[src/uart_core_defs.vh]
// constants for the serial transceiver core
`ifndef UART_CORE_DEFS_VH
`define UART_CORE_DEFS_VH
`define ADDR_STATUS      3'h0
`define ADDR_DATA        3'h1
`define ADDR_CTRL_ONE    3'h2
`define ADDR_CTRL_TWO    3'h3
`define ADDR_BAUD_LOW    3'h4
`define ADDR_BAUD_HIGH   3'h5
`define ADDR_FIFO_CTRL   3'h6
// control one bits
`define C1_GLOBAL_EN     7
`define C1_WORD9         6
`define C1_PAR_EN        5
`define C1_PAR_T1        4
`define C1_PAR_T0        3
`define C1_STOP2         2
`define C1_TX9           1
`define C1_RX9           0
// control two bits
`define C2_TX_EN         7
`define C2_RX_EN         6
`define C2_BREAK         5
`define C2_ADDR_DET      4
`define C2_TE_IE         3
// status bits
`define ST_OVERRUN       7
`define ST_NOISE         6
`define ST_FRAMING       5
`define ST_PARITY        4
`define ST_TX_IDLE       3
`define ST_TX_EMPTY      2
`define ST_RX_IDLE       1
`define ST_RX_READY      0
// parity types
`define PAR_EVEN         2'h0
`define PAR_ODD          2'h1
`define PAR_MARK         2'h2
`define PAR_SPACE        2'h3
`define CTRL_ONE_RST     8'h00
`define CTRL_TWO_RST     8'h00
`define BREAK_BITS       4'hd
`endif

[src/uart_frame_tx_rx_core.v]
// serial transceiver core: framing, baud timing, transmit and receive paths
//
// Behaviour
// - nrz frame: one start bit, 8 or 9 data bits, one or two stop bits
// - parity even, odd, mark, space or off via enable and two-bit type
// - reset format is eight data bits, no parity, one stop bit
// - one format and 16-bit baud divider shared; both directions lsb first
// - transmit line rests high when enabled and idle
// - global disable releases pins and empties the data buffer
// - global disable clears transmit/receive enables, break, receive flags, count; sets idle/empty flags
// - disable aborts transfers at once; other settings kept
// - word-length bit gives nine data bits from and into dedicated bits
// - with address detection the top data bit marks an address frame
// - stop count applies to transmit only; receiver checks one stop bit
// - shift register reloads only after previous stop bit is out
// - transmission starts when enable set and holding register full, either order
// - clearing transmit enable mid-frame drives output high and resets transmitter
// - data writes are blocked while transmit-empty flag is zero
// - status access then data write clears transmit-empty and transmit-idle
// - transmit-empty set when data register can accept; irq when enabled
// - write while idle goes straight to shifter; write in frame waits
// - transmit-idle set when a frame or break frame completes
// - break request held over brd+1 clocks while idle sends 14 zero-bit break (start bit plus 13)
// - held break repeats with no irq; on clear finish break then stop bits
// - bit timing counted in system clocks, three-sample majority, word moved when register has room
// - bit time is brd clocks plus one when fraction accumulator carries
// - sample points brd/2,+1,+2 or brd/2-1,brd/2,+2 by range select
//
// Chosen here: the plain strobed port and the address map.
`timescale 1ns/100ps
`include "uart_core_defs.vh"
module uart_frame_tx_rx_core (
  input  wire       clk,           // 20 mhz system clock
  input  wire       sys_rst,       // async reset, active high
  input  wire [2:0] reg_addr,      // register address
  input  wire [7:0] reg_wdata,     // write data
  input  wire       reg_wr,        // write strobe
  input  wire       reg_rd,        // read strobe
  output reg  [7:0] reg_rdata,     // read data, cycle after strobe
  input  wire       rx_pin,        // serial input from remote
  output reg        tx_pin,        // serial output
  output reg        tx_pin_oe,     // high while core owns tx pin
  output reg        rx_pin_owned,  // high while core owns rx pin
  output reg        irq            // transmit-empty request
);
  reg [7:0]  uart_control_one_q;
  reg [7:0]  uart_control_two_q;
  reg [7:0]  baud_divider_low_q;
  reg [7:0]  baud_divider_high_q;
  reg [5:0]  fifo_control_register_q;
  reg        transmit_empty_flag_q, transmit_idle_flag_q, receive_ready_flag_q;
  reg        overrun_flag_q, framing_flag_q, parity_flag_q, noise_flag_q, receive_idle_flag_q;
  reg        status_seen_q, address_frame_q;
  reg [8:0]  serial_data_register_q;
  reg        hold_full_q;
  reg [8:0]  rx_data_q;
  reg [2:0]  receive_byte_count_q;

  wire        uart_global_enable    = uart_control_one_q[`C1_GLOBAL_EN];
  wire        word_length_select    = uart_control_one_q[`C1_WORD9];
  wire        parity_enable         = uart_control_one_q[`C1_PAR_EN];
  wire [1:0]  parity_type_field     = uart_control_one_q[`C1_PAR_T1:`C1_PAR_T0];
  wire        stop_bit_count_select = uart_control_one_q[`C1_STOP2];
  wire        transmit_ninth_bit    = uart_control_one_q[`C1_TX9];
  wire        transmit_enable       = uart_control_two_q[`C2_TX_EN];
  wire        receive_enable        = uart_control_two_q[`C2_RX_EN];
  wire        break_request         = uart_control_two_q[`C2_BREAK];
  wire        address_detect        = uart_control_two_q[`C2_ADDR_DET];
  wire        transmit_empty_irq_enable = uart_control_two_q[`C2_TE_IE];
  wire [15:0] brd                   = {baud_divider_high_q, baud_divider_low_q};
  wire [2:0]  baud_fraction_field   = fifo_control_register_q[5:3];
  wire        divider_range_select  = fifo_control_register_q[2];
  wire        tx_on                 = uart_global_enable & transmit_enable;
  wire        rx_on                 = uart_global_enable & receive_enable;
  wire [3:0]  nbits                 = word_length_select ? 4'h9 : 4'h8;

  // parity of a data word for the chosen type
  function par_bit(input [8:0] d, input w9, input [1:0] t);
    reg x;
    begin
      x = ^(d[7:0]) ^ (w9 & d[8]);
      case (t)
        `PAR_EVEN: par_bit = x;
        `PAR_ODD:  par_bit = ~x;
        `PAR_MARK: par_bit = 1'b1;
        default:   par_bit = 1'b0;
      endcase
    end
  endfunction

  // register writes and software sequences
  wire wr_data  = reg_wr & (reg_addr == `ADDR_DATA);
  wire acc_stat = (reg_wr | reg_rd) & (reg_addr == `ADDR_STATUS);
  wire rd_data  = reg_rd & (reg_addr == `ADDR_DATA);
  wire data_ok  = wr_data & transmit_empty_flag_q;
  wire tx_clear = data_ok & status_seen_q;

  // transmitter
  localparam TS_IDLE = 3'h0, TS_START = 3'h1, TS_DATA = 3'h2, TS_PAR = 3'h3, TS_STOP = 3'h4, TS_BRK = 3'h5;
  reg [2:0]  ts_q;
  reg [15:0] tcnt_q;
  reg [2:0]  tacc_q;
  reg [8:0]  transmit_shift_register_q;
  reg [3:0]  tbit_q;
  reg [3:0]  brk_left_q;
  reg        stop2_q, brk_frame_q;
  reg [16:0] brk_hold_q;
  wire       brk_armed = (brk_hold_q > ({1'b0, brd} + 17'h0_0001));
  wire [3:0] tsum      = {1'b0, tacc_q} + {1'b0, baud_fraction_field};
  wire [15:0] tlen     = brd + {15'h0000, tsum[3]};
  wire       tbit_end  = (tcnt_q + 16'h0001 >= tlen);
  wire       tx_start_now = (ts_q == TS_IDLE) & tx_on & (hold_full_q | data_ok | brk_armed);

  always @(posedge clk or posedge sys_rst) begin
    if (sys_rst) begin
      ts_q <= TS_IDLE;
      tcnt_q <= 16'h0000;
      tacc_q <= 3'h0;
      transmit_shift_register_q <= 9'h000;
      tbit_q <= 4'h0;
      brk_left_q <= 4'h0;
      stop2_q <= 1'b0;
      brk_frame_q <= 1'b0;
      brk_hold_q <= 17'h0_0000;
      tx_pin <= 1'b1;
    end else begin
      if (break_request & transmit_idle_flag_q & ~brk_armed)
        brk_hold_q <= brk_hold_q + 17'h0_0001;
      else if (~break_request)
        brk_hold_q <= 17'h0_0000;
      if (~tx_on) begin
        ts_q <= TS_IDLE;
        tx_pin <= 1'b1;
        tcnt_q <= 16'h0000;
        tacc_q <= 3'h0;
        brk_hold_q <= 17'h0_0000;
      end else if (tx_start_now) begin
        ts_q <= TS_START;
        tx_pin <= 1'b0;
        tcnt_q <= 16'h0000;
        tacc_q <= 3'h0;
        brk_frame_q <= brk_armed & ~(hold_full_q | data_ok);
        transmit_shift_register_q <= hold_full_q ? serial_data_register_q
                                                 : {transmit_ninth_bit, reg_wdata};
      end else if (ts_q != TS_IDLE) begin
        if (!tbit_end)
          tcnt_q <= tcnt_q + 16'h0001;
        else begin
          tcnt_q <= 16'h0000;
          tacc_q <= tsum[2:0];
          case (ts_q)
            TS_START: begin
              tbit_q <= 4'h0;
              if (brk_frame_q) begin
                ts_q <= TS_BRK;
                brk_left_q <= `BREAK_BITS - 4'h1;
                tx_pin <= 1'b0;
              end else begin
                ts_q <= TS_DATA;
                tx_pin <= transmit_shift_register_q[0];
              end
            end
            TS_DATA: begin
              if (tbit_q + 4'h1 < nbits) begin
                tbit_q <= tbit_q + 4'h1;
                tx_pin <= transmit_shift_register_q[tbit_q + 4'h1];
              end else if (parity_enable) begin
                ts_q <= TS_PAR;
                tx_pin <= par_bit(transmit_shift_register_q, word_length_select, parity_type_field);
              end else begin
                ts_q <= TS_STOP;
                tx_pin <= 1'b1;
                stop2_q <= stop_bit_count_select;
              end
            end
            TS_PAR: begin
              ts_q <= TS_STOP;
              tx_pin <= 1'b1;
              stop2_q <= stop_bit_count_select;
            end
            TS_BRK: begin
              if (brk_left_q != 4'h0)
                brk_left_q <= brk_left_q - 4'h1;
              else if (break_request)
                brk_left_q <= `BREAK_BITS - 4'h1;
              else begin
                ts_q <= TS_STOP;
                tx_pin <= 1'b1;
                stop2_q <= stop_bit_count_select;
              end
            end
            TS_STOP: begin
              if (stop2_q)
                stop2_q <= 1'b0;
              else begin
                ts_q <= TS_IDLE;
                tx_pin <= 1'b1;
              end
            end
            default: ts_q <= TS_IDLE;
          endcase
        end
      end
    end
  end
  wire tx_frame_done = tx_on & (ts_q == TS_STOP) & tbit_end & ~stop2_q;

  // receiver: two-flop synchroniser then fixed sample points
  localparam RS_IDLE = 2'h0, RS_BITS = 2'h1, RS_WAIT = 2'h2;
  reg        rx_s1_q, rx_s2_q, rx_prev_q;
  reg [1:0]  rs_q;
  reg [15:0] rcnt_q;
  reg [2:0]  racc_q;
  reg [3:0]  rbit_q;
  reg [2:0]  smp_q;
  reg [10:0] receive_shift_register_q;
  reg        rnoise_q;
  wire [3:0]  rsum   = {1'b0, racc_q} + {1'b0, baud_fraction_field};
  wire [15:0] rlen   = brd + {15'h0000, rsum[3]};
  wire [15:0] half   = {1'b0, brd[15:1]};
  wire [15:0] sp0    = divider_range_select ? half - 16'h0001 : half;
  wire [15:0] sp1    = divider_range_select ? half : half + 16'h0001;
  wire [15:0] sp2    = half + 16'h0002;
  wire        vote   = (smp_q[0] & smp_q[1]) | (smp_q[0] & smp_q[2]) | (smp_q[1] & smp_q[2]);
  wire        noisy  = ~(smp_q[0] == smp_q[1] && smp_q[1] == smp_q[2]);
  wire        rbit_end = (rcnt_q + 16'h0001 >= rlen);
  wire [3:0]  rlast  = nbits + {3'h0, parity_enable};                      // one stop
  wire        rx_done = rx_on & (rs_q == RS_BITS) & rbit_end & (rbit_q == rlast + 4'h1);
  wire [10:0] rword  = {vote, receive_shift_register_q[10:1]};
  wire [8:0]  rdat   = parity_enable ? (word_length_select ? rword[8:0] : {1'b0, rword[8:1]})
                                     : (word_length_select ? rword[9:1] : {1'b0, rword[9:2]});
  // parity always sits just below the stop bit, whatever the word length
  wire        rpar   = rword[9];
  wire        r_store = rx_done & (~receive_ready_flag_q | rd_data);

  always @(posedge clk or posedge sys_rst) begin
    if (sys_rst) begin
      rx_s1_q <= 1'b1;
      rx_s2_q <= 1'b1;
      rx_prev_q <= 1'b1;
      rs_q <= RS_IDLE;
      rcnt_q <= 16'h0000;
      racc_q <= 3'h0;
      rbit_q <= 4'h0;
      smp_q <= 3'h7;
      receive_shift_register_q <= 11'h000;
      rnoise_q <= 1'b0;
    end else begin
      rx_s1_q <= rx_pin;
      rx_s2_q <= rx_s1_q;
      rx_prev_q <= rx_s2_q;
      if (~rx_on) begin
        rs_q <= RS_IDLE;
        rcnt_q <= 16'h0000;
      end else case (rs_q)
        RS_IDLE: if (rx_prev_q & ~rx_s2_q) begin
          rs_q <= RS_BITS;
          rcnt_q <= 16'h0001;
          racc_q <= 3'h0;
          rbit_q <= 4'h0;
          rnoise_q <= 1'b0;
        end
        RS_BITS: begin
          if (rcnt_q == sp0) smp_q[0] <= rx_s2_q;
          if (rcnt_q == sp1) smp_q[1] <= rx_s2_q;
          if (rcnt_q == sp2) smp_q[2] <= rx_s2_q;
          if (!rbit_end)
            rcnt_q <= rcnt_q + 16'h0001;
          else begin
            rcnt_q <= 16'h0000;
            racc_q <= rsum[2:0];
            rnoise_q <= rnoise_q | noisy;
            receive_shift_register_q <= rword;
            rbit_q <= rbit_q + 4'h1;
            if (rbit_q == 4'h0 && vote)
              rs_q <= RS_IDLE;
            else if (rx_done)
              rs_q <= vote ? RS_IDLE : RS_WAIT;
          end
        end
        RS_WAIT: if (rx_s2_q) rs_q <= RS_IDLE;
        default: rs_q <= RS_IDLE;
      endcase
    end
  end

  // registers, flags and read path
  always @(posedge clk or posedge sys_rst) begin
    if (sys_rst) begin
      uart_control_one_q <= `CTRL_ONE_RST;
      uart_control_two_q <= `CTRL_TWO_RST;
      baud_divider_low_q <= 8'h00;
      baud_divider_high_q <= 8'h00;
      fifo_control_register_q <= 6'h00;
      transmit_empty_flag_q <= 1'b1;
      transmit_idle_flag_q <= 1'b1;
      receive_ready_flag_q <= 1'b0;
      overrun_flag_q <= 1'b0;
      framing_flag_q <= 1'b0;
      parity_flag_q <= 1'b0;
      noise_flag_q <= 1'b0;
      receive_idle_flag_q <= 1'b1;
      status_seen_q <= 1'b0;
      address_frame_q <= 1'b0;
      serial_data_register_q <= 9'h000;
      hold_full_q <= 1'b0;
      rx_data_q <= 9'h000;
      receive_byte_count_q <= 3'h0;
      reg_rdata <= 8'h00;
      tx_pin_oe <= 1'b0;
      rx_pin_owned <= 1'b0;
      irq <= 1'b0;
    end else begin
      if (reg_wr) begin
        case (reg_addr)
          `ADDR_CTRL_ONE:  uart_control_one_q <= {reg_wdata[7:1], uart_control_one_q[0]};
          `ADDR_CTRL_TWO:  uart_control_two_q <= reg_wdata;
          `ADDR_BAUD_LOW:  baud_divider_low_q <= reg_wdata;
          `ADDR_BAUD_HIGH: baud_divider_high_q <= reg_wdata;
          `ADDR_FIFO_CTRL: fifo_control_register_q <= reg_wdata[5:0];
          default: ;
        endcase
      end
      if (acc_stat)
        status_seen_q <= 1'b1;
      else if (wr_data | rd_data)
        status_seen_q <= 1'b0;
      // transmit holding register
      if (tx_start_now & hold_full_q)
        hold_full_q <= data_ok;
      else if (data_ok & ~tx_start_now) begin
        serial_data_register_q <= {transmit_ninth_bit, reg_wdata};
        hold_full_q <= 1'b1;
      end
      if (tx_start_now & hold_full_q & data_ok)
        serial_data_register_q <= {transmit_ninth_bit, reg_wdata};
      // set wins over clear for hardware-set flags
      if (tx_start_now & ~(hold_full_q & data_ok))
        transmit_empty_flag_q <= 1'b1;
      else if (tx_clear | (data_ok & hold_full_q))
        transmit_empty_flag_q <= 1'b0;
      if (tx_frame_done)
        transmit_idle_flag_q <= 1'b1;
      else if (tx_clear)
        transmit_idle_flag_q <= 1'b0;
      // receive side
      receive_idle_flag_q <= (rs_q != RS_BITS);
      if (r_store) begin
        rx_data_q <= vote ? rdat : 9'h000;
        uart_control_one_q[`C1_RX9] <= vote ? rdat[8] : 1'b0;
        address_frame_q <= address_detect & (word_length_select ? rdat[8] : rdat[7]);
        receive_ready_flag_q <= 1'b1;
        framing_flag_q <= ~vote;
        parity_flag_q <= parity_enable & (rpar != par_bit(rdat, word_length_select, parity_type_field));
        noise_flag_q <= rnoise_q | noisy;
        receive_byte_count_q <= 3'h1;
      end else if (rd_data & status_seen_q) begin
        receive_ready_flag_q <= 1'b0;
        overrun_flag_q <= 1'b0;
        noise_flag_q <= 1'b0;
        receive_byte_count_q <= 3'h0;
      end
      if (rx_done & ~r_store)
        overrun_flag_q <= 1'b1;
      if (~uart_global_enable) begin
        uart_control_two_q[`C2_TX_EN] <= 1'b0;
        uart_control_two_q[`C2_RX_EN] <= 1'b0;
        uart_control_two_q[`C2_BREAK] <= 1'b0;
        hold_full_q <= 1'b0;
        receive_ready_flag_q <= 1'b0;
        overrun_flag_q <= 1'b0;
        framing_flag_q <= 1'b0;
        parity_flag_q <= 1'b0;
        noise_flag_q <= 1'b0;
        receive_byte_count_q <= 3'h0;
        transmit_empty_flag_q <= 1'b1;
        transmit_idle_flag_q <= 1'b1;
        receive_idle_flag_q <= 1'b1;
      end
      tx_pin_oe <= tx_on;
      rx_pin_owned <= rx_on;
      irq <= transmit_empty_irq_enable & transmit_empty_flag_q & tx_on & ~break_request
             & ~(brk_frame_q & (ts_q != TS_IDLE));
      reg_rdata <= 8'h00;
      if (reg_rd) begin
        case (reg_addr)
          `ADDR_STATUS:    reg_rdata <= {overrun_flag_q, noise_flag_q, framing_flag_q, parity_flag_q,
                                         transmit_idle_flag_q, transmit_empty_flag_q,
                                         receive_idle_flag_q, receive_ready_flag_q};
          `ADDR_DATA:      reg_rdata <= rx_data_q[7:0];
          `ADDR_CTRL_ONE:  reg_rdata <= uart_control_one_q;
          `ADDR_CTRL_TWO:  reg_rdata <= uart_control_two_q;
          `ADDR_BAUD_LOW:  reg_rdata <= baud_divider_low_q;
          `ADDR_BAUD_HIGH: reg_rdata <= baud_divider_high_q;
          `ADDR_FIFO_CTRL: reg_rdata <= {2'b00, fifo_control_register_q};
          default:         reg_rdata <= {address_frame_q, 4'h0, receive_byte_count_q};
        endcase
      end
    end
  end
endmodule

[config.mk]
export PLATFORM = sky130hd
export DESIGN_NAME = uart_frame_tx_rx_core
export DESIGN_NICKNAME = d
export VERILOG_FILES = /design/src/uart_frame_tx_rx_core.v
export VERILOG_INCLUDE_DIRS = /design/src /design/src/src
export SDC_FILE = /design/constraint.sdc
export NUM_CORES = 1
export LEC_CHECK = 0
export CAP_MARGIN = 10
export CELL_PAD_IN_SITES_DETAIL_PLACEMENT = 1
export CELL_PAD_IN_SITES_GLOBAL_PLACEMENT = 1
export CORE_ASPECT_RATIO = 1.4
export CORE_UTILIZATION = 56
export CTS_BUF_LIST = sky130_fd_sc_hd__clkbuf_4
export DETAILED_ROUTE_END_ITERATION = 8
export DONT_BUFFER_PORTS = 1
export GPL_ROUTABILITY_DRIVEN = 0
export PLACE_DENSITY_LB_ADDON = 0.15
export REMOVE_ABC_BUFFERS = 1
export SKIP_LAST_GASP = 1
export SYNTH_ARGS = -nofsm -noshare
export SYNTH_HDL_FRONTEND = slang
export SYNTH_SLANG_ARGS = --single-unit
[constraint.sdc]
create_clock -name clk -period 8.8 [get_ports clk]
set_input_delay 0.44 -clock clk [delete_from_list [all_inputs] [get_ports clk]]
set_output_delay 0.44 -clock clk [all_outputs]
set_load 0.05 [all_outputs]
* Word level (Yosys, flattened, before mapping)
Index checks and enable logic that the tools add are counted.
Cells by class: add/subtract/negate cells 16, magnitude comparators 5, equal/unequal tests 55, muxes and demuxes 117, bitwise operators 64, reductions and logical operators 39
Operators with widths (number):
- 2-to-1 mux 16 bit | 9
- 2-to-1 mux 9 bit | 7
- 2-to-1 mux 3 bit | 20
- one-hot mux 8 bit (7 select lines) | 1
- 2-to-1 mux 17 bit | 3
- == test 16 bit | 3
- 2-to-1 mux 1 bit | 47
- bitwise AND 1 bit | 39
- adder 16 x 1 -> 16 bit | 2
- adder 16 x 1 -> 16 bit, second input constant | 2
- >= comparator 16 bit | 2
- 2-to-1 mux 8 bit | 4
- one-hot mux 16 bit (2 select lines) | 1
- 2-to-1 mux 4 bit | 6
- != test 3 x 1 -> 1 bit, second input constant | 8
- one-hot mux 4 bit (2 select lines) | 3
- AND reduction 2 bit | 11
- != test 2 bit, second input constant | 9
- AND reduction 6 bit | 3
- adder 16 x 1 -> 17 bit, second input constant | 1
- adder 17 x 1 -> 17 bit, second input constant | 1
- > comparator 17 bit | 1
- adder 15 x 1 -> 16 bit, second input constant | 1
- adder 15 x 2 -> 16 bit, second input constant | 1
- other kinds (45) | 111
Storage, ports and cells: bits in registers 182, bits of input ports 16, word-level logic and storage cells 343

* Logic depth before layout (Yosys ltp)
Gate-level depths: netlist of the first run.
depth in word-level cells 11, depth in mapped cells 20

* Worst setup path after synthesis of the first run
OpenSTA, ideal clock, no wires.
path kind reg-to-reg, start point register fifo_control_register_q[4], end point register tbit_q[3], setup time 0.125 ns, arrival time 3.677 ns, setup slack 4.998 ns, stages on the path, launching flop included 17, path buffers 1, cells stage by stage dfrtp_1 -> ha_1 -> a21o_1 -> a21o_1 -> ha_1 -> ha_1 -> clkbuf_1 -> nand2_1 -> xnor2_1 -> ha_1 -> and4_1 -> o2111ai_1 -> a31o_2 -> a31oi_1 -> nor2_1 -> nor4_1 -> mux2_2
On the way: longest elaborated chain between the ends 4
Ends and longest elaborated chain:
- from (decl) | line uart_frame_tx_rx_core.v:50 | reg [5:0] fifo_control_register_q;
- from (signal assigned) | line uart_frame_tx_rx_core.v:320 | `ADDR_FIFO_CTRL: fifo_control_register_q <= reg_wdata[5:0];
- adder 3 x 3 -> 4 bit | line uart_frame_tx_rx_core.v:109 | wire [3:0] tsum = {1'b0, tacc_q} + {1'b0, baud_fraction_field};
- adder 16 x 1 -> 16 bit | line uart_frame_tx_rx_core.v:110 | wire [15:0] tlen = brd + {15'h0000, tsum[3]};
- >= comparator 16 bit | line uart_frame_tx_rx_core.v:111 | wire tbit_end = (tcnt_q + 16'h0001 >= tlen);
- AND reduction 6 bit (no line)
- to (signal assigned) | line uart_frame_tx_rx_core.v:165 | tbit_q <= tbit_q + 4'h1;
- to (decl) | line uart_frame_tx_rx_core.v:104 | reg [3:0] tbit_q;
No other way between the ends. A chain may end at the register's enable or synchronous reset.

* Worst setup path in the final report of the first run
start point register baud_divider_low_q[5], end point register tcnt_q[11]
On the way: longest elaborated chain between the ends 6, elaborated cells between the ends (all ways) 11, those cells by class 2 x add/sub; 2 x order compare; 1 x eq/ne; 4 x mux; 2 x bitwise
Ends and longest elaborated chain:
- from (decl) | line uart_frame_tx_rx_core.v:48 | reg [7:0] baud_divider_low_q;
- from (signal assigned) | line uart_frame_tx_rx_core.v:318 | `ADDR_BAUD_LOW: baud_divider_low_q <= reg_wdata;
- adder 16 x 1 -> 17 bit / adder 16 x 1 -> 16 bit (equally long branches) | line uart_frame_tx_rx_core.v:108, uart_frame_tx_rx_core.v:110
- > comparator 17 bit / >= comparator 16 bit (equally long branches) | line uart_frame_tx_rx_core.v:108, uart_frame_tx_rx_core.v:111
- OR 1 bit / 2-to-1 mux 16 bit (equally long branches) | line uart_frame_tx_rx_core.v:112, uart_frame_tx_rx_core.v:146
- bitwise AND 1 bit / 2-to-1 mux 16 bit (equally long branches) | line uart_frame_tx_rx_core.v:112, uart_frame_tx_rx_core.v:145
- 2-to-1 mux 16 bit | line uart_frame_tx_rx_core.v:137 | end else if (tx_start_now) begin
- 2-to-1 mux 16 bit | line uart_frame_tx_rx_core.v:131 | if (~tx_on) begin
- to (signal assigned) | line uart_frame_tx_rx_core.v:147 | tcnt_q <= tcnt_q + 16'h0001;
- to (decl) | line uart_frame_tx_rx_core.v:101 | reg [15:0] tcnt_q;
Several ways; a longest one is shown, not always the timed one. The select of a mux whose other input is x is not followed.

==> results of run 1 <==
-- sequential cells by signal, summed over array words and instances (netlist names), 2 cells and up --
| register | cells |
|---|---|
| ts_q | 3 |
| uart_control_one_q | 8 |
| rcnt_q | 16 |
| fifo_control_register_q | 6 |
| receive_shift_register_q | 10 |
| rs_q | 2 |
| uart_control_two_q | 8 |
| reg_rdata | 8 |
| tbit_q | 4 |
| serial_data_register_q | 9 |
| brk_hold_q | 17 |
| brk_left_q | 4 |
| rx_data_q | 8 |
| smp_q | 3 |
| baud_divider_low_q | 8 |
| tacc_q | 3 |
| baud_divider_high_q | 8 |
| tcnt_q | 16 |
| transmit_shift_register_q | 9 |
| rbit_q | 4 |
| racc_q | 3 |
-- worst min path at each step --
stage	to	startpoint	slack, ns	depth (start not counted)
2_1_floorplan	rx_s2_q$_DFF_PP1_	rx_s1_q$_DFF_PP1_	0.35	0
3_3_place_gp	rx_s2_q$_DFF_PP1_	rx_s1_q$_DFF_PP1_	0.35	0
3_5_place_dp	rx_s2_q$_DFF_PP1_	rx_s1_q$_DFF_PP1_	0.35	0
4_1_cts	reg_rdata[4]$_DFF_PP0_	reg_rd	0.001	2
5_1_grt	transmit_shift_register_q[4]$_DFFE_PP0P_	reg_wdata[4]	0.004	2
6_report	transmit_shift_register_q[4]$_DFFE_PP0P_	reg_wdata[4]	0.02	2
-- where the power goes --
group | leakage, nW | internal, mW | total, mW | switching, mW
clock network | 0.151 | 0.153 | 0.493 | 0.339
logic | 3.04 | 0.209 | 0.481 | 0.272
registers | 2.36 | 0.867 | 1.00 | 0.135
-- area by class of cell --
cell class	count	area (um^2)
clock buffers	18	135
fillers	2518	8890
multi-input cells	1048	7530
well taps	297	372
repair buffers	19	178
clock inverters	14	146
inverters	37	144
diodes	1	2.50
flip-flops and latches	178	4470
-- critical path: stages (launching register included) --
cell and delay [ns]:
dfrtp_1 0.94, nand4_2 0.39, nor2_1 0.43, and4_1 0.38, nand2_1 0.10, xor2_1 0.16, ha_1 0.35, nand2_1 0.06
o21ai_0 0.26, a21oi_1 0.15, a32oi_2 0.20, nand3_1 0.67, and2_0 0.52, a21o_1 0.22, a22o_1 0.22
-- routing by layer --
metal  part of all wire (%)  up-vias  global-route usage [%]
met2                     52      259                    59.1
met1                     41     5232                    39.0
met5                      0        -                       0
met4                    3.8        0                    14.7
met3                    3.5       88                    4.38
li1                       -     4700                       -
-- cells by family (layout without fill, tap and decap cells) --
logic type	after synthesis	in the layout	synth area share (%)
DFF	178	178	35.9
buffers and inverters	113	88	3.65
and+or+nand+nor	475	475	18.9
AOI/OAI and AO/OA	236	236	12.9
xor gates and xnor gates	150	150	10.7
adders and majority gates	77	77	7.86
other	0	1	0
muxes	110	110	10.1
-- cells in the final DEF (no fill, tap or decap), drive strengths merged, types with 13 or more instances in the layout --
cell         synthesis  routed
nor2b               19      19
nor3                41      41
dfrtp              168     168
nand3               54      54
xor2                55      55
a21o                13      13
a22o                21      21
ha                  75      75
a21oi               35      35
inv                 34      40
mux2i               46      46
and3                20      20
nand4               24      24
nand2              139     139
clkbuf              51      18
xnor2               94      94
o21ai               69      69
dlygate4sd3          0      14
mux2                57      57
nor2               111     111
-- metrics by stage --
stage | setup slack, ns | power (mW) | hold slack (ns) | util [%] | cell area, um^2
floorplan | 3.55 | 1.31 | 0.345 | - | 12100
CTS | 3.66 | 1.97 | 0.00142 | 59.3 | 13000
detailed placement | 3.75 | 1.47 | 0.347 | 57.4 | 12500
global route | 3.24 | 2.05 | 0.00445 | 59.3 | 13000
finish | 3.64 | 1.97 | 0.0211 | 59.3 | 13000
global placement | 3.90 | 1.45 | 0.351 | 57.4 | 12500
-- timing repair --
action                                 in CTS  in global routing
endpoints found under the hold margin     148                  0
hold buffers                               14                  0
setup buffers                               0                  0
==> summary.md, run 1 <==
| Metric | Value |
|---|---|
| Cts repair resizes | `0` |
| DP HPWL | `26.1 mm` |
| CP startpoint | `baud_divider_low_q[5]$_DFFE_PP0P_` |
| WP data required | `9.32 ns` |
| R2r worst-path depth | `14` |
| # DRC | `0` |
| Sink Count | `178` |
| Global-route wire length before repair | `57.5 mm` |
| Slew HR | `27.1%` |
| Hold Crit Class | `primary input to flip-flop` |
| R2R Setup Slk | `3.64 ns` |
| EDFF count, synth | `0` |
| Share of the synthesized area in the top cell type | `33.8%` |
| Largest net degree at the start of global routing | `105` |
| Die Height | `178 um` |
| Final setup vio count | `0` |
| Core Box Area | `0.0219 mm^2` |
| Peak supply drop | `0.149 mV` |
| Max-cap viol count | `0` |
| RSZ-0062 raised after global routing | `no` |
| Clk slew on worst S/H paths | `0.17 ns` |
| Ports | `28` |
| Fin crit share | `58.7%` |
| Setup crit start kind | `flip-flop` |
| Via count | `10,279` |
| Post-synth ARST share | `100%` |
| Worst Tran Pin Value | `1.08 ns` |
| FF+latch count, synth | `178` |
| DRT antenna net count | `0` |
| Final Critical Period | `5.16 ns` |
| Sequential area share after synthesis | `35.9%` |
| Final hold viol count | `0` |
| Cell Rows | `64` |
| Cell Count, Final, Fillers Out | `1,612` |
| CTS Buf Count | `17` |
| Root Buffer Master | `clkbuf_4` |
| Crit path capture type | `flip-flop` |
| Cell variety after synth | `85` |
| Routed len/inst | `22.4 um` |
| H-Tree Depth | `4` |
| PortBufs | `0` |
| Synthesized netlist cell count | `1,339` |
| Critical path class | `flip-flop to flip-flop` |
| Synth top cells by count | `dfrtp_1 (168), nand2_1 (139), nor2_1 (109)` |
| WL final | `36.1 mm` |
| Synth top area cells | `dfrtp_1 (34%), ha_1 (7.5%), xnor2_1 (6.6%)` |
| Critical-path maximum fanout | `25` |
| Layout area overhead | `4.23%` |
| Clock skew | `0.0254 ns` |
| Post-synth top flop | `dfrtp_1` |
| Placed Cells incl. Taps | `1,565` |
| Number of global-route vias before repair | `10,644` |
| Count leader, synth | `dfrtp_1` |
| Initial antenna violation count | `1` |
| Maximum clock rate | `0.194 GHz` |
| Pwr Density | `152 mW/mm^2` |
| GRT Overall Usage | `32.9%` |
| Arrival time at the worst endpoint | `5.68 ns` |
| Avg Cell Area, Syn | `9.29 um^2` |
| Status | `finished, final reports clean` |
| Synthesized area | `0.0124 mm^2` |
| Crit path to | `tcnt_q[11]$_DFFE_PP0P_` |
| R2r endpoint | `tcnt_q[11]$_DFFE_PP0P_` |
| Detailed Routing Iterations Pass 1 | `5` |
| Clk_lat worst skew | `0.62 ns` |
| Origin of the critical flop-to-flop path | `baud_divider_low_q[5]$_DFFE_PP0P_` |
| Die X-Extent | `128 um` |
| Routed vias/inst | `6.38` |
| Total gr overflow | `0` |
| Nets | `1,394` |
| Setup TNS | `0 ns` |
| Synth warn | `0` |
| DR iter-0 viols | `701` |
| Slew Viols, Final | `0` |
| P_leak | `5.55 nW` |
| Proportion of layout cells with a drive suffix above 1 | `9.67%` |
| Die area | `0.0228 mm^2` |
| Max Root-Sink Buffers | `2` |
| Post-synth top area cell | `dfrtp_1` |
| CTS tree | `done` |
| Starting Density | `56.9%` |
Note: power is estimated with default switching activity, not from simulation.
==> run 2, diff against run 1 <==
--- a/config.mk
+++ b/config.mk
@@ -6,11 +6,12 @@
 export SDC_FILE = /design/constraint.sdc
 export NUM_CORES = 1
 export LEC_CHECK = 0
+export ABC_AREA = 1
 export CAP_MARGIN = 10
 export CELL_PAD_IN_SITES_DETAIL_PLACEMENT = 1
 export CELL_PAD_IN_SITES_GLOBAL_PLACEMENT = 1
 export CORE_ASPECT_RATIO = 1.4
-export CORE_UTILIZATION = 56
+export CORE_UTILIZATION = 45
 export CTS_BUF_LIST = sky130_fd_sc_hd__clkbuf_4
 export DETAILED_ROUTE_END_ITERATION = 8
 export DONT_BUFFER_PORTS = 1
==> constraint.sdc (replaced) <==
create_clock -name clk -period 4.2 [get_ports clk]
set_input_delay 0.21 -clock clk [delete_from_list [all_inputs] [get_ports clk]]
set_output_delay 0.21 -clock clk [all_outputs]
set_load 0.05 [all_outputs]
==> run 2 against run 1 <==
- sequential power grew 96%
- cell area grew 5.3%
- critical path depth grew 7
- cell count grew 32%
- worst hold slack lost 0.0027 ns
- setup slack lost 3.3 ns
- flip-flop and latch count is the same
- power grew 110%
- critical endpoint is now rbit_q[2]$_DFFE_PP0P_
- sequential share of layout area shrank 1.7 points
- largest cell class unchanged
==> summary.md, run 2 <==
| Metric | Value |
|---|---|
| Cell Rows | `72 (was 64)` |
| CP startpoint | `fifo_control_register_q[5]$_DFFE_PP0P_ (was baud_divider_low_q[5]$_DFFE_PP0P_)` |
| Critical-path maximum fanout | `23 (was 25)` |
| Layout area overhead | `7.14% (was 4.23%)` |
| Hold Crit Class | `primary input to flip-flop (unchanged)` |
| Final WS setup | `0.355 ns (was 3.64 ns)` |
| Synth warn | `0 (unchanged)` |
| Most frequent cells in the layout | `nand2_1 (433), inv_1 (215), dfrtp_1 (167), o21ai_0 (161), nand3_1 (125) (was dfrtp_1 (168), nand2_1 (139), nor2_1 (109), xnor2_1 (94), ha_1 (75))` |
| Post-synth ARST share | `100% (unchanged)` |
| Slew HR | `33.0% (was 27.1%)` |
| Nets | `1,831 (was 1,394)` |
| Final Critical Period | `3.84 ns (was 5.16 ns)` |
| Clock Power Share | `24.8% (was 24.9%)` |
| Sequential area share after synthesis | `35.0% (was 35.9%)` |
| Initial antenna violation count | `2 (was 1)` |
| Cell repeated most along the worst path | `nand2_1 (unchanged)` |
| Internal power | `2.50 mW (was 1.23 mW)` |
| Die X-Extent | `144 um (was 128 um)` |
| Crit path max-delay cell type | `dfrtp_1 (unchanged)` |
| # DRC | `0 (unchanged)` |
| Clk_lat worst skew | `0.67 ns (was 0.62 ns)` |
| Commonest non-fill, non-tap cell in the layout | `nand2_1 (was dfrtp_1)` |
| Largest net degree at the start of global routing | `109 (was 105)` |
| Root Buffer Master | `clkbuf_4 (unchanged)` |
| Crit path max-delay family | `simple AND/OR/NAND/NOR gates (unchanged)` |
| PortBufs | `0 (unchanged)` |
| Synth top area cells | `dfrtp_1 (33%), nand2_1 (13%), xor2_1 (7.6%) (was dfrtp_1 (34%), ha_1 (7.5%), xnor2_1 (6.6%))` |
| Slew Viols, Final | `0 (unchanged)` |
| Clock skew | `0.0237 ns (was 0.0254 ns)` |
| DP HPWL | `30.9 mm (was 26.1 mm)` |
| Starting Density | `45.9% (was 56.9%)` |
| Net Sw Frac | `39.2% (was 37.8%)` |
| Largest register FFs | `17 (unchanged)` |
| Detailed Routing Iterations Pass 1 | `5 (unchanged)` |
| Die area | `0.0290 mm^2 (was 0.0228 mm^2)` |
| Setup crit start kind | `flip-flop (unchanged)` |
| FF+latch count, synth | `178 (unchanged)` |
| Arrival time at the worst endpoint | `4.43 ns (was 5.68 ns)` |
| Worst path cell trace | `ha_1 > nand3_1 > nand2_1 > ha_1 > ha_1 > nand2_1 > nor2_1 > nand2_1 > nor2_1 > xor2_1 > inv_1 > ha_1 > nand2_1 > nor4_2 > nand2_1 > nand3_1 > nand2_1 > buf_4 > nor2_1 > o21ai_0 > a21oi_1 (was nand4_2 > nor2_1 > and4_1 > nand2_1 > xor2_1 > ha_1 > nand2_1 > o21ai_0 > a21oi_1 > a32oi_2 > nand3_1 > and2_0 > a21o_1 > a22o_1)` |
| Via count | `11,661 (was 10,279)` |
| Critical path class | `flip-flop to flip-flop (unchanged)` |
| Routed len/inst | `18.7 um (was 22.4 um)` |
| Regs by FF count | `brk_hold_q: 17 flops, rcnt_q: 16 flops, tcnt_q: 16 flops (unchanged)` |
| Post-synth top flop | `dfrtp_1 (unchanged)` |
| Final setup vio count | `0 (unchanged)` |
| Total gr overflow | `0 (unchanged)` |
| WL final | `39.6 mm (was 36.1 mm)` |
| Proportion of layout cells with a drive suffix above 1 | `7.77% (was 9.67%)` |
| P_leak | `6.47 nW (was 5.55 nW)` |
| Cell variety after synth | `53 (was 85)` |
| DR iter-0 viols | `505 (was 701)` |
| Avg Cell Area, Syn | `7.39 um^2 (was 9.29 um^2)` |
| Origin of the critical flop-to-flop path | `fifo_control_register_q[5]$_DFFE_PP0P_ (was baud_divider_low_q[5]$_DFFE_PP0P_)` |
| Worst Min Path Start | `reg_addr[2] (was reg_wdata[4])` |
| Status | `finished, final reports clean (unchanged)` |
| GRT Overall Usage | `29.2% (was 32.9%)` |
| Maximum clock rate | `0.260 GHz (was 0.194 GHz)` |
| Synthesized netlist cell count | `1,724 (was 1,339)` |
| Clk slew on worst S/H paths | `0.16 ns (was 0.17 ns)` |
| Total power | `4.11 mW (was 1.97 mW)` |
| Synthesized area | `0.0127 mm^2 (was 0.0124 mm^2)` |
| Worst Path Buf+Inv | `2 (was 0)` |
| Max-cap viol count | `0 (unchanged)` |
| Switching Power | `1.61 mW (was 0.746 mW)` |
| Biggest register | `brk_hold_q (unchanged)` |
| Max Root-Sink Buffers | `2 (unchanged)` |
| Routed vias/inst | `5.49 (was 6.38)` |
| Final hold viol count | `0 (unchanged)` |
| Share of the synthesized area in the top cell type | `33.0% (was 33.8%)` |
| Synth top cells by count | `nand2_1 (433), inv_1 (217), dfrtp_1 (168) (was dfrtp_1 (168), nand2_1 (139), nor2_1 (109))` |
| Max stage delay on crit path | `0.46 ns (was 0.94 ns)` |
| Peak supply drop | `0.188 mV (was 0.149 mV)` |
| EDFF count, synth | `0 (unchanged)` |
| Fin crit share | `91.5% (was 58.7%)` |
| Count leader, synth | `nand2_1 (was dfrtp_1)` |
| Ports | `28 (unchanged)` |
| CTS Buf Count | `17 (unchanged)` |
| Pwr Density | `301 mW/mm^2 (was 152 mW/mm^2)` |
| Sink Count | `178 (unchanged)` |
| H-Tree Depth | `4 (unchanged)` |
| Core Box Area | `0.0277 mm^2 (was 0.0219 mm^2)` |
| Post-synth top area cell | `dfrtp_1 (unchanged)` |
| DRT antenna net count | `0 (unchanged)` |
| Crit path capture type | `flip-flop (unchanged)` |
| Sequential share of power | `47.8% (was 50.7%)` |
| WP data required | `4.79 ns (was 9.32 ns)` |
| Global-route wire length before repair | `64.7 mm (was 57.5 mm)` |
| CTS tree | `done (unchanged)` |
| Worst Tran Pin Value | `1.01 ns (was 1.08 ns)` |
| Dpl ws | `0.226 ns (was 3.75 ns)` |
| Combinational power share | `27.4% (was 24.3%)` |
| Die Height | `201 um (was 178 um)` |
| Number of global-route vias before repair | `12,336 (was 10,644)` |
run 2: stage by stage:
step           util (%)  area, um^2  hold slack (ns)  setup TNS [ns]  cells
3_5_place_dp       47.4       13200            0.215               0   2069
6_report           49.2       13700           0.0184               0   2123
3_3_place_gp       47.4       13200            0.215               0   2069
4_1_cts            49.0       13600           0.0103               0   2119
5_1_grt            49.2       13700           0.0493         -0.0172   2123
2_1_floorplan         -       12500            0.214         -138.38   1675
run 2: logic make-up (layout without fill, tap and decap cells):
logic type	after synthesis	after routing	synth area share, %
AOI/OAI and AO/OA	280	280	12.1
xor gates and xnor gates	136	136	9.35
adders and majority gates	77	77	7.68
muxes	2	2	0.177
other	0	2	0
buffers and inverters	278	305	8.68
and+or+nand+nor	773	773	27.0
DFF	178	178	35.0
run 2: metal layers:
metal	routed length, um	share of wire (%)	global-route usage, %	vias up
met5	0	0	0	-
li1	-	-	-	5624
met4	1630	4.1	12.0	0
met1	15900	40	33.3	5762
met2	21100	53	53.5	184
met3	974	2.5	4.09	91
run 2: worst paths after layout:
check | endpoint | slack (ns) | cells after the start
worst max-delay path | rbit_q[2]$_DFFE_PP0P_ | 0.36 | 21
worst max register to register | rbit_q[2]$_DFFE_PP0P_ | 0.36 | 21
worst min-delay path | reg_rdata[5]$_DFF_PP0_ | 0.02 | 4
min in group asynchronous | brk_hold_q[6]$_DFFE_PP0P_ | 0.21 | 2
max in group asynchronous | rx_s1_q$_DFF_PP1_ | 2.93 | 3
worst min register to register | rx_s2_q$_DFF_PP1_ | 0.36 | 0
run 2: worst min-delay path: stages:
cell       delay (ns)
nand3_1          0.06
o21ai_0          0.11
a2111oi_0        0.08
nor2_1           0.16
run 2: layout make-up:
class                   instances  area (um^2)
multi-input cells            1268         7180
fillers                      3684        14100
clock inverters                14          130
repair buffers                 44          400
inverters                     229          870
well taps                     370          463
clock buffers                  18          135
flip-flops and latches        178         4470
diodes                          2         5.00
run 2: what timing repair did:
| action | in CTS | in global routing |
|---|---|---|
| hold buffers | 18 | 0 |
| hold endpoints to repair | 168 | 0 |
| gates resized for setup | 0 | 5 |
| setup endpoints to repair | 0 | 26 |
| buffers inserted | 0 | 1 |
run 2: power groups by stage:
stage / sequential, mW / combinational [mW] / clock [mW]
after floorplan: 1.98 / 0.718 / 0
final: 1.96 / 1.13 / 1.02
after global routing: 1.98 / 1.27 / 1.09
after detailed placement: 1.99 / 1.10 / 0
after global placement: 1.99 / 1.06 / 0
after CTS: 1.96 / 1.12 / 1.04
